--- config.mk ---
export PLATFORM = sky130hd
export DESIGN_NAME = dio_top
export DESIGN_NICKNAME = d
export VERILOG_FILES = /design/src/rtl/dio_pkg.sv /design/src/rtl/dio_hs.sv /design/src/rtl/dio_top.sv
export VERILOG_INCLUDE_DIRS = /design/src /design/src/rtl
export SDC_FILE = /design/constraint.sdc
export NUM_CORES = 1
export LEC_CHECK = 0
export BUFFER_PORTS_ARGS = -buffer_cell sky130_fd_sc_hd__buf_2
export CAP_MARGIN = 40
export CORE_ASPECT_RATIO = 0.6
export CORE_MARGIN = 5
export CORE_UTILIZATION = 32
export DETAILED_ROUTE_END_ITERATION = 10
export HOLD_SLACK_MARGIN = 0.1
export PLACE_DENSITY = 0.6
export SYNTH_ARGS = -nofsm -noshare
export SYNTH_HDL_FRONTEND = slang
export SYNTH_SLANG_ARGS = --single-unit
--- constraint.sdc ---
create_clock -name clk_sys -period 12.4 [get_ports clk_sys]
set_input_delay 3.1 -clock clk_sys [delete_from_list [all_inputs] [get_ports clk_sys]]
set_output_delay 3.1 -clock clk_sys [all_outputs]
set_load 0.005 [all_outputs]
--- src/rtl/dio_defs.svh ---
// Register offsets, field positions, reset values and timing counts
// for the digital I/O port controller. Definitions only.
`ifndef DIO_DEFS_SVH
`define DIO_DEFS_SVH

// Byte offsets on the register bus; DIO_OFF_BIBIT is address bits 7:4
`define DIO_OFF_CTRL 8'h00
`define DIO_OFF_DPOL 8'h04
`define DIO_OFF_BIPORT 8'h08
`define DIO_OFF_STATUS 8'h0c
`define DIO_OFF_BIBIT 4'h1
`define DIO_OFF_CMD 8'h20
`define DIO_OFF_WDATA 8'h24
`define DIO_OFF_RDATA 8'h28

// Control register fields
`define DIO_CTRL_MODE_LSB 0
`define DIO_CTRL_SPOL 3
`define DIO_CTRL_FPOL 4
`define DIO_CTRL_IOPOL 5
`define DIO_CTRL_MRST 8
`define DIO_CTRL_SCAN 9
`define DIO_CTRL_PAIR 10

// Data polarity register: one bit per 8-bit port, then built-in port
`define DIO_DPOL_BI 4

// Status register fields
`define DIO_STAT_BUSY 0
`define DIO_STAT_ERR 1
`define DIO_STAT_FLAG 2
`define DIO_STAT_SCANOK 3
`define DIO_STAT_PDIR_LSB 8
`define DIO_STAT_BDIR_LSB 12

// Transfer command fields and width codes
`define DIO_CMD_WR 0
`define DIO_CMD_PORT_LSB 1
`define DIO_CMD_WIDTH_LSB 3
`define DIO_WIDTH_8 2'h0
`define DIO_WIDTH_16 2'h1
`define DIO_WIDTH_32 2'h2

// Reset values
`define DIO_MODE_RST 3'h1
`define DIO_POL_RST 1'h0

// Strobe timing in system clock cycles
`define DIO_STB_CYC 8'h02
`define DIO_SETUP_CYC 8'h01

`endif

--- src/rtl/dio_pkg.sv ---
// Types shared by the digital I/O port controller and its sequencer.
// Assumes dio_defs.svh carries the numeric constants.
package dio_pkg;

   typedef enum logic [2:0] {
      DIO_MODE1 = 3'h1,
      DIO_MODE2 = 3'h2,
      DIO_MODE3 = 3'h3,
      DIO_MODE4 = 3'h4,
      DIO_MODE5 = 3'h5
   } dio_mode_t;

   typedef enum logic [2:0] {
      DIO_IDLE   = 3'b000,
      DIO_SETUP  = 3'b001,
      DIO_STROBE = 3'b010,
      DIO_SAMPLE = 3'b011,
      DIO_DONE   = 3'b100
   } dio_state_t;

   // Sequencer view of the control lines, logical (positive) levels
   typedef struct packed {
      logic busy;
      logic sample;
      logic dir;
      logic stb;
      logic done;
   } dio_hs_t;

   typedef struct packed {
      logic [1:0] width;
      logic [1:0] port;
      logic write;
   } dio_cmd_t;

endpackage

--- src/rtl/dio_hs.sv ---
// Handshake sequencer for the plug-in port group: times direction line,
// strobe pulse and input sampling for modes 1 to 4.
// Assumes the caller starts it only when idle and only with modes 1-4.
`timescale 1ns/1ps
`default_nettype none
`include "dio_defs.svh"

module dio_hs import dio_pkg::*; #(
   parameter logic [7:0] STB_CYC = `DIO_STB_CYC,
   parameter logic [7:0] SETUP_CYC = `DIO_SETUP_CYC
) (
   input wire logic clk_sys,
   input wire logic reset,
   input wire logic start,
   input wire logic cmd_write,
   input wire dio_mode_t mode,
   output dio_hs_t hs
);

   dio_state_t state_q;
   logic [7:0] cnt_q;
   logic wr_q;
   dio_mode_t mode_q;
   logic dir_q;
   logic strobed;

   assign strobed = (mode == DIO_MODE3) || (mode == DIO_MODE4);

   always_ff @(posedge clk_sys or posedge reset) begin
      if (reset) begin
         state_q <= DIO_IDLE;
         cnt_q <= 8'h00;
         wr_q <= 1'b0;
         mode_q <= DIO_MODE1;
      end else begin
         case (state_q)
            DIO_IDLE: begin
               if (start) begin
                  wr_q <= cmd_write;
                  mode_q <= mode;
                  if (cmd_write && strobed) begin
                     state_q <= DIO_SETUP;
                     cnt_q <= SETUP_CYC - 8'h01;
                  end else if (cmd_write) begin
                     state_q <= DIO_DONE;
                  end else begin
                     // Drivers of a just-written port need a cycle to let go
                     state_q <= DIO_SETUP;
                     cnt_q <= SETUP_CYC - 8'h01;
                  end
               end
            end
            DIO_SETUP: begin
               if (cnt_q == 8'h00) begin
                  if (wr_q) begin
                     state_q <= DIO_STROBE;
                  end else begin
                     state_q <= DIO_SAMPLE;
                  end
                  cnt_q <= STB_CYC - 8'h01;
               end else begin
                  cnt_q <= cnt_q - 8'h01;
               end
            end
            DIO_SAMPLE: begin
               if ((mode_q == DIO_MODE3) || (mode_q == DIO_MODE4)) begin
                  state_q <= DIO_STROBE;
                  cnt_q <= STB_CYC - 8'h01;
               end else begin
                  state_q <= DIO_DONE;
               end
            end
            DIO_STROBE: begin
               if (cnt_q == 8'h00) begin
                  state_q <= DIO_DONE;
               end else begin
                  cnt_q <= cnt_q - 8'h01;
               end
            end
            DIO_DONE: state_q <= DIO_IDLE;
            default: state_q <= DIO_IDLE;
         endcase
      end
   end

   // Direction level; mode 2 reads leave it alone, mode 4 parks it low
   always_ff @(posedge clk_sys or posedge reset) begin
      if (reset) begin
         dir_q <= 1'b0;
      end else if (state_q == DIO_IDLE && start) begin
         if (mode == DIO_MODE4) begin
            dir_q <= 1'b0;
         end else if (cmd_write) begin
            dir_q <= 1'b1;
         end else if (mode != DIO_MODE2) begin
            dir_q <= 1'b0;
         end
      end
   end

   always_comb begin
      hs.busy = (state_q != DIO_IDLE);
      hs.sample = (state_q == DIO_SAMPLE);
      hs.done = (state_q == DIO_DONE);
      // Mode 4 write strobe rides on the direction line
      if (mode_q == DIO_MODE4) begin
         hs.dir = (state_q == DIO_STROBE) && wr_q;
         hs.stb = (state_q == DIO_STROBE) && !wr_q;
      end else begin
         hs.dir = dir_q;
         hs.stb = (state_q == DIO_STROBE);
      end
   end

endmodule // dio_hs
`default_nettype wire

--- src/rtl/dio_top.sv ---
// Digital I/O port controller: built-in 4-bit port plus a plug-in group
// of four 8-bit ports with handshake lines, behind an Avalon-MM slave.
// Assumes pins are synchronous to clk_sys; pad logic resolves the
// data pins from the *_oe outputs.
//
// Summary of operation
// - Built-in port has four bits, usable as four bit channels or one port.
// - All bits of one 8-bit port share a single direction.
// - Each plug-in port keeps its own direction independent of others.
// - Mode and control line polarities apply only to plug-in ports.
// - Each port has its own data polarity; negative inverts its data lines.
// - Reset selects mode one and positive polarity on all lines.
// - Control, flag and direction polarity: 1 means negative, 0 positive.
// - Five flow-control modes using direction, flag and strobe lines; here mode 5 refuses transfers and the flag line only shows in status.
// - Modes 3, 4 and 5 exclude the port from scanning and pairing.
// - Mode one is static; direction line shows transfer direction.
// - Mode two keeps output drivers on during reads.
// - Mode two direction line acts as mode one on writes, holds on reads.
// - Mode three shows direction and times transfers with the strobe.
// - Mode three write strobes only while output data is valid.
// - Mode three read strobes after the input has been sampled.
// - Mode four pulses direction as write strobe, strobe line as read.
// - Reset makes all ports inputs; module reset does so for its ports.
//
// Added by the designer: the address map and the Avalon-MM slave port.
`timescale 1ns/1ps
`default_nettype none
`include "dio_defs.svh"

module dio_top import dio_pkg::*; (
   input wire logic clk_sys,
   input wire logic reset,
   input wire logic [7:0] avs_address,
   input wire logic avs_read,
   input wire logic avs_write,
   input wire logic [31:0] avs_writedata,
   input wire logic [3:0] avs_byteenable,
   output logic [31:0] avs_readdata,
   output logic avs_waitrequest,
   input wire logic [31:0] mod_data_i,
   output logic [31:0] mod_data_o,
   output logic [31:0] mod_data_oe,
   output logic dir_line_o,
   output logic peripheral_strobe_line_o,
   input wire logic peripheral_flag_line_i,
   input wire logic [3:0] bi_data_i,
   output logic [3:0] bi_data_o,
   output logic [3:0] bi_data_oe
);

   logic [31:0] wmask;
   logic [31:0] wdm;
   logic req, acc, wr_acc, rd_acc, hold;
   logic hit_ctrl, hit_dpol, hit_bi, hit_stat, hit_bit;
   logic hit_cmd, hit_wd, hit_rd;
   logic [1:0] bit_idx;

   dio_mode_t mode_q;
   logic spol_q, fpol_q, iopol_q, scan_q, pair_q;
   logic [4:0] dpol_q;
   logic [3:0] pdir_q;
   logic [3:0] bdir_q;
   logic [3:0] bval_q;
   logic [31:0] mval_q;
   logic [31:0] wdata_q;
   logic [31:0] rdata_q;
   dio_cmd_t cmd_q;
   logic start_q;
   logic err_q;
   logic [31:0] rd_d;
   logic [3:0] lanes;
   logic [4:0] shamt;
   logic [31:0] polmask;
   logic [31:0] lanemask;
   logic [2:0] new_mode;
   logic mode_ok;
   logic scan_bad;
   logic start_bad;
   dio_cmd_t new_cmd;
   dio_hs_t hs;

   genvar gi;
   generate
      for (gi = 0; gi < 4; gi++) begin : g_lane
         assign wmask[gi*8 +: 8] = {8{avs_byteenable[gi]}};
         assign polmask[gi*8 +: 8] = {8{dpol_q[gi]}};
         assign lanemask[gi*8 +: 8] = {8{lanes[gi]}};
      end
   endgenerate

   assign wdm = avs_writedata & wmask;
   assign req = avs_read | avs_write;
   assign hit_ctrl = (avs_address == `DIO_OFF_CTRL);
   assign hit_dpol = (avs_address == `DIO_OFF_DPOL);
   assign hit_bi = (avs_address == `DIO_OFF_BIPORT);
   assign hit_stat = (avs_address == `DIO_OFF_STATUS);
   assign hit_bit = (avs_address[7:4] == `DIO_OFF_BIBIT);
   assign hit_cmd = (avs_address == `DIO_OFF_CMD);
   assign hit_wd = (avs_address == `DIO_OFF_WDATA);
   assign hit_rd = (avs_address == `DIO_OFF_RDATA);
   assign bit_idx = avs_address[3:2];

   // A new transfer command waits on the bus until the sequencer is free
   assign hold = hit_cmd & avs_write & (hs.busy | start_q);
   assign acc = req & avs_waitrequest & ~hold;
   assign wr_acc = acc & avs_write;
   assign rd_acc = acc & avs_read;

   assign new_mode = wdm[`DIO_CTRL_MODE_LSB +: 3];
   assign mode_ok = (new_mode >= 3'h1) && (new_mode <= 3'h5);
   assign new_cmd = dio_cmd_t'(wdm[`DIO_CMD_WR +: 5]);
   assign start_bad = hit_cmd & wr_acc & (mode_q == DIO_MODE5);
   assign scan_bad = hit_ctrl & wr_acc
      & (wdm[`DIO_CTRL_SCAN] | wdm[`DIO_CTRL_PAIR])
      & ((mode_ok ? new_mode : mode_q) >= 3'h3);

   // Lanes touched by a command: single port, aligned pair, or all four
   always_comb begin
      case (cmd_q.width)
         `DIO_WIDTH_8: begin
            lanes = 4'h1 << cmd_q.port;
            shamt = {cmd_q.port, 3'h0};
         end
         `DIO_WIDTH_16: begin
            lanes = cmd_q.port[1] ? 4'hc : 4'h3;
            shamt = {cmd_q.port[1], 4'h0};
         end
         default: begin
            lanes = 4'hf;
            shamt = 5'h00;
         end
      endcase
   end

   always_ff @(posedge clk_sys or posedge reset) begin
      if (reset) begin
         avs_waitrequest <= 1'b1;
      end else begin
         avs_waitrequest <= ~acc;
      end
   end

   // Module configuration; the built-in port has no such settings
   always_ff @(posedge clk_sys or posedge reset) begin
      if (reset) begin
         mode_q <= dio_mode_t'(`DIO_MODE_RST);
         spol_q <= `DIO_POL_RST;
         fpol_q <= `DIO_POL_RST;
         iopol_q <= `DIO_POL_RST;
         scan_q <= 1'b0;
         pair_q <= 1'b0;
      end else if (wr_acc && hit_ctrl) begin
         if (mode_ok) begin
            mode_q <= dio_mode_t'(new_mode);
         end
         if (avs_byteenable[0]) begin
            spol_q <= wdm[`DIO_CTRL_SPOL];
            fpol_q <= wdm[`DIO_CTRL_FPOL];
            iopol_q <= wdm[`DIO_CTRL_IOPOL];
         end
         if (avs_byteenable[1]) begin
            scan_q <= wdm[`DIO_CTRL_SCAN] & ~scan_bad;
            pair_q <= wdm[`DIO_CTRL_PAIR] & ~scan_bad;
         end else if (mode_ok && new_mode >= 3'h3) begin
            scan_q <= 1'b0;
            pair_q <= 1'b0;
         end
      end
   end

   always_ff @(posedge clk_sys or posedge reset) begin
      if (reset) begin
         dpol_q <= 5'h00;
      end else if (wr_acc && hit_dpol && avs_byteenable[0]) begin
         dpol_q <= wdm[4:0];
      end
   end

   // Error flag: a new error in the clearing cycle keeps it set
   always_ff @(posedge clk_sys or posedge reset) begin
      if (reset) begin
         err_q <= 1'b0;
      end else if (start_bad || scan_bad) begin
         err_q <= 1'b1;
      end else if (wr_acc && hit_stat && wdm[`DIO_STAT_ERR]) begin
         err_q <= 1'b0;
      end
   end

   // Built-in port: a port access moves all four bits, a bit channel one
   always_ff @(posedge clk_sys or posedge reset) begin
      if (reset) begin
         bdir_q <= 4'h0;
         bval_q <= 4'h0;
      end else if (acc && hit_bi) begin
         bdir_q <= {4{avs_write}};
         if (avs_write && avs_byteenable[0]) begin
            bval_q <= wdm[3:0];
         end
      end else if (acc && hit_bit) begin
         bdir_q[bit_idx] <= avs_write;
         if (avs_write && avs_byteenable[0]) begin
            bval_q[bit_idx] <= wdm[0];
         end
      end
   end

   always_ff @(posedge clk_sys or posedge reset) begin
      if (reset) begin
         cmd_q <= '0;
         wdata_q <= 32'h0000_0000;
         start_q <= 1'b0;
      end else begin
         start_q <= wr_acc & hit_cmd & (mode_q != DIO_MODE5);
         if (wr_acc && hit_cmd) begin
            cmd_q <= new_cmd;
         end
         if (wr_acc && hit_wd) begin
            wdata_q <= (wdata_q & ~wmask) | wdm;
         end
      end
   end

   // Port directions and output latch change as the transfer starts,
   // so data is on the lines before any strobe
   always_ff @(posedge clk_sys or posedge reset) begin
      if (reset) begin
         pdir_q <= 4'h0;
         mval_q <= 32'h0000_0000;
      end else if (wr_acc && hit_ctrl && wdm[`DIO_CTRL_MRST]) begin
         pdir_q <= 4'h0;
      end else if (start_q) begin
         if (cmd_q.write) begin
            pdir_q <= pdir_q | lanes;
            mval_q <= (mval_q & ~lanemask)
               | ((wdata_q << shamt) & lanemask);
         end else if (mode_q != DIO_MODE2) begin
            pdir_q <= pdir_q & ~lanes;
         end
      end
   end

   always_ff @(posedge clk_sys or posedge reset) begin
      if (reset) begin
         rdata_q <= 32'h0000_0000;
      end else if (hs.sample) begin
         // In mode 2 this reads back our own drive if the peripheral is off
         rdata_q <= (((mod_data_i ^ polmask) & lanemask) >> shamt);
      end
   end

   // Pin drivers, all from flip-flops
   generate
      for (gi = 0; gi < 4; gi++) begin : g_pin
         always_ff @(posedge clk_sys or posedge reset) begin
            if (reset) begin
               mod_data_oe[gi*8 +: 8] <= 8'h00;
               bi_data_oe[gi] <= 1'b0;
            end else begin
               mod_data_oe[gi*8 +: 8] <= {8{pdir_q[gi]}};
               bi_data_oe[gi] <= bdir_q[gi];
            end
         end
      end
   endgenerate

   always_ff @(posedge clk_sys or posedge reset) begin
      if (reset) begin
         mod_data_o <= 32'h0000_0000;
         bi_data_o <= 4'h0;
         dir_line_o <= 1'b0;
         peripheral_strobe_line_o <= 1'b0;
      end else begin
         mod_data_o <= mval_q ^ polmask;
         bi_data_o <= bval_q ^ {4{dpol_q[`DIO_DPOL_BI]}};
         dir_line_o <= hs.dir ^ iopol_q;
         peripheral_strobe_line_o <= hs.stb ^ spol_q;
      end
   end

   always_comb begin
      rd_d = 32'h0000_0000;
      if (hit_ctrl) begin
         rd_d[`DIO_CTRL_MODE_LSB +: 3] = mode_q;
         rd_d[`DIO_CTRL_SPOL] = spol_q;
         rd_d[`DIO_CTRL_FPOL] = fpol_q;
         rd_d[`DIO_CTRL_IOPOL] = iopol_q;
         rd_d[`DIO_CTRL_SCAN] = scan_q;
         rd_d[`DIO_CTRL_PAIR] = pair_q;
      end else if (hit_dpol) begin
         rd_d[4:0] = dpol_q;
      end else if (hit_bi) begin
         rd_d[3:0] = bi_data_i ^ {4{dpol_q[`DIO_DPOL_BI]}};
      end else if (hit_bit) begin
         rd_d[0] = bi_data_i[bit_idx] ^ dpol_q[`DIO_DPOL_BI];
      end else if (hit_stat) begin
         rd_d[`DIO_STAT_BUSY] = hs.busy | start_q;
         rd_d[`DIO_STAT_ERR] = err_q;
         rd_d[`DIO_STAT_FLAG] = peripheral_flag_line_i ^ fpol_q;
         rd_d[`DIO_STAT_SCANOK] = (mode_q <= DIO_MODE2);
         rd_d[`DIO_STAT_PDIR_LSB +: 4] = pdir_q;
         rd_d[`DIO_STAT_BDIR_LSB +: 4] = bdir_q;
      end else if (hit_cmd) begin
         rd_d[4:0] = cmd_q;
      end else if (hit_wd) begin
         rd_d = wdata_q;
      end else if (hit_rd) begin
         rd_d = rdata_q;
      end
   end

   always_ff @(posedge clk_sys or posedge reset) begin
      if (reset) begin
         avs_readdata <= 32'h0000_0000;
      end else if (rd_acc) begin
         avs_readdata <= rd_d;
      end
   end

   dio_hs u_hs (
      .clk_sys(clk_sys),
      .reset(reset),
      .start(start_q),
      .cmd_write(cmd_q.write),
      .mode(mode_q),
      .hs(hs)
   );

endmodule // dio_top
`default_nettype wire

==> results.ini <==
[run_status]
outcome = completed

[global_routing]
grt_pass1_wl_mm = 58.50
grt_pass1_vias = 8893
grt_overflow = 0
grt.total_usage_pct = 19.56
antenna_found_initial = 2
grt_max_degree = 76

[critical_path]
setup.worst_path.class = primary input to flop
cp.required_ns = 12.80
critPathCaptureType = flop
critPathLaunchType = primary input
worstPathMaxFanout = 28
arrival_ns = 5.51

[timing]
final.setup.tns_ns = 0
fin_ws_ns = 7.292
rsz0062_at_grt = no
setup_violations = 0
tightest_slew_ns = 0.8922
fmaxAchievable_mhz = 195.8
finalHoldViolations = 0
fin_skew_ns = 0.01490
min_period_ns = 5.108
timing.final.crit_share_pct = 41.19
final_max_slew_viol_count = 0
slew_headroom_pct = 40.52

[synthesis]
syn_nets = 1161
yosys_register_bits = 223
synth_cell_types = 80
synth_area_um2 = 11140
yosysSeqAreaShare_pct = 50.12
synthFlopType = dfrtp_1
async_flop_share_pct = 100.0
synth_edf_count = 0
netlist_instances = 1074
avgSynthCellArea_um2 = 10.37
yosysWarningCount = 0

[clock_tree]
hold_buffers = 0
cts.sinks = 223
clk_latency_ns = 0.52
cts_resized = 0
cts_tree = yes
root_buffer = clkbuf_16
htree_levels = 1
path_clk_slew_ns = 0.06
numCtsBuffers = 23
cts_setup_buffers = 0
clockBufferDepth = 3

[drt]
drtIter0Drc = 957
wl_per_cell_um = 23.25
drc = 0
avgViaCountPerCell = 5.381
ant_nets = 0
vias = 9083
detail_route.first_pass.iterations = 7
totalWireLength_mm = 39.25

[cells_and_area]
fin_cells = 1688
layout_common_cells = dfrtp_1, buf_2, nand2_1
final_common_cell = dfrtp_1
drive_gt1_share_pct = 28.40
antennaDiodeCount = 0
num-nets-final = 1302
areaGrowthSynthToFinish_pct = 17.97
fill_cells = 3403

[floorplan]
fp-row-count = 52
die_w_um = 250.9
pin_count = 192
fp.dieH_um = 154.5
core_area_um2 = 34030
initial_core_util_pct = 32.74
die_area_um2 = 38770

[power_and_ir_drop]
power.static_leakage_nw = 6.099
power_density_nw_per_um2 = 141.7
total_power_mw = 1.862
ir_worst_vdd_uv = 87.19

[placed_design]
dp_worst_setup_slack_ns = 6.793
port_buffers = 191
hpwl_mm = 29.54
finalWeightedCongestion = 0.9424
dp_cells = 1649

[flow_run]
drv_cap = 0

[hold_path]
hp-class = flop to flop

[area by class of cell]
type,instances,area (um2),area share [%]
inverters,13,56.30,0.4284
flip-flops and latches,223,5584,42.48
clock buffers,32,659.4,5.017
well taps,459,574.3,4.369
repair buffers,209,1146,8.720
clock inverters,7,110.1,0.8377
multi-input cells,745,5014,38.14
[kinds of logic after synthesis]
kind of cell / synth area share (%)
compound gates: 15.49
xor+xnor: 6.131
fa+ha+maj: 0.2246
buf+inv: 5.020
flops: 50.12
mux: 8.838
simple gates: 14.18
[per-stage QoR]
stage,hold WS (ns),utilization [%],cell area [um2]
6_report,0.4301,38.63,13140
5_1_grt,0.4353,38.63,13140
4_1_cts,0.4270,38.63,13140
3_5_place_dp,0.4131,36.37,12370
3_3_place_gp,0.4305,36.01,12250
2_1_floorplan,0.3677,-,11140
[layer usage]
metal,vias to the layer above,GRT usage (%),routed length (um)
met1,4499,29.26,17910
li1,4064,-,-
met5,-,0,27
met4,4,4.466,988
met2,454,26.84,15900
met3,62,7.184,4425
[worst max-delay path, cell delays in order]
cell	delay [ns]
buf_2	0.16
nor4b_2	0.40
nand2_1	0.29
nor2_4	0.67
nand2_1	0.46
mux2_2	0.40
[path summary, 6_finish.rpt]
kind | startpoint | slack (ns) | depth (start not counted) | to
min in group asynchronous | reset | 2.62 | 2 | mod_data_oe[8]
worst min-delay path | pdir_q[3] | 0.43 | 0 | mod_data_oe[24]
worst max register to register | u_hs.state_q[1] | 9.73 | 4 | avs_readdata[9]
max in group asynchronous | reset | 7.89 | 6 | async pin
worst min register to register | pdir_q[3] | 0.43 | 0 | mod_data_oe[24]
worst max-delay path | avs_address[4] | 7.29 | 6 | flop
[where the power goes]
group          internal (mW)  switching, mW
Combinational          0.107          0.189
Clock                  0.431          0.292
Sequential             0.782         0.0613
Total                   1.32          0.542
[Yosys cell counts (4+ instances only)]
library cell	n	area, um2
o2bb2ai_1	6	52.55
o21ai_0	85	425.4
buf_6	4	45.04
a31oi_1	20	125.1
a2bb2oi_1	5	43.79
nand2_1	161	604.3
or3_1	6	37.54
buf_4	31	232.7
buf_2	10	50.05
nand3_1	19	95.09
clkbuf_1	42	157.7
and2_1	11	68.82
mux2i_1	11	110.1
a222oi_1	5	50.05
nor2_1	46	172.7
inv_1	13	48.80
o211ai_1	10	75.07
and3_1	12	75.07
mux2_2	63	709.4
dfrtp_1	220	5505
or2_2	4	25.02
a22o_1	14	122.6
mux2_4	8	120.1
nor2b_1	7	43.79
xnor2_1	24	210.2
o21bai_1	4	30.03
a22oi_1	32	240.2
nor4b_1	4	35.03
nand2b_1	8	50.05
o22ai_1	15	93.84
o221ai_1	5	43.79
o31ai_1	5	37.54
a21o_1	4	30.03
a21oi_1	28	140.1
xor2_1	54	473.0
nor3_1	10	50.05
buf_1	4	15.01
Power figures use the tool's default switching activity.
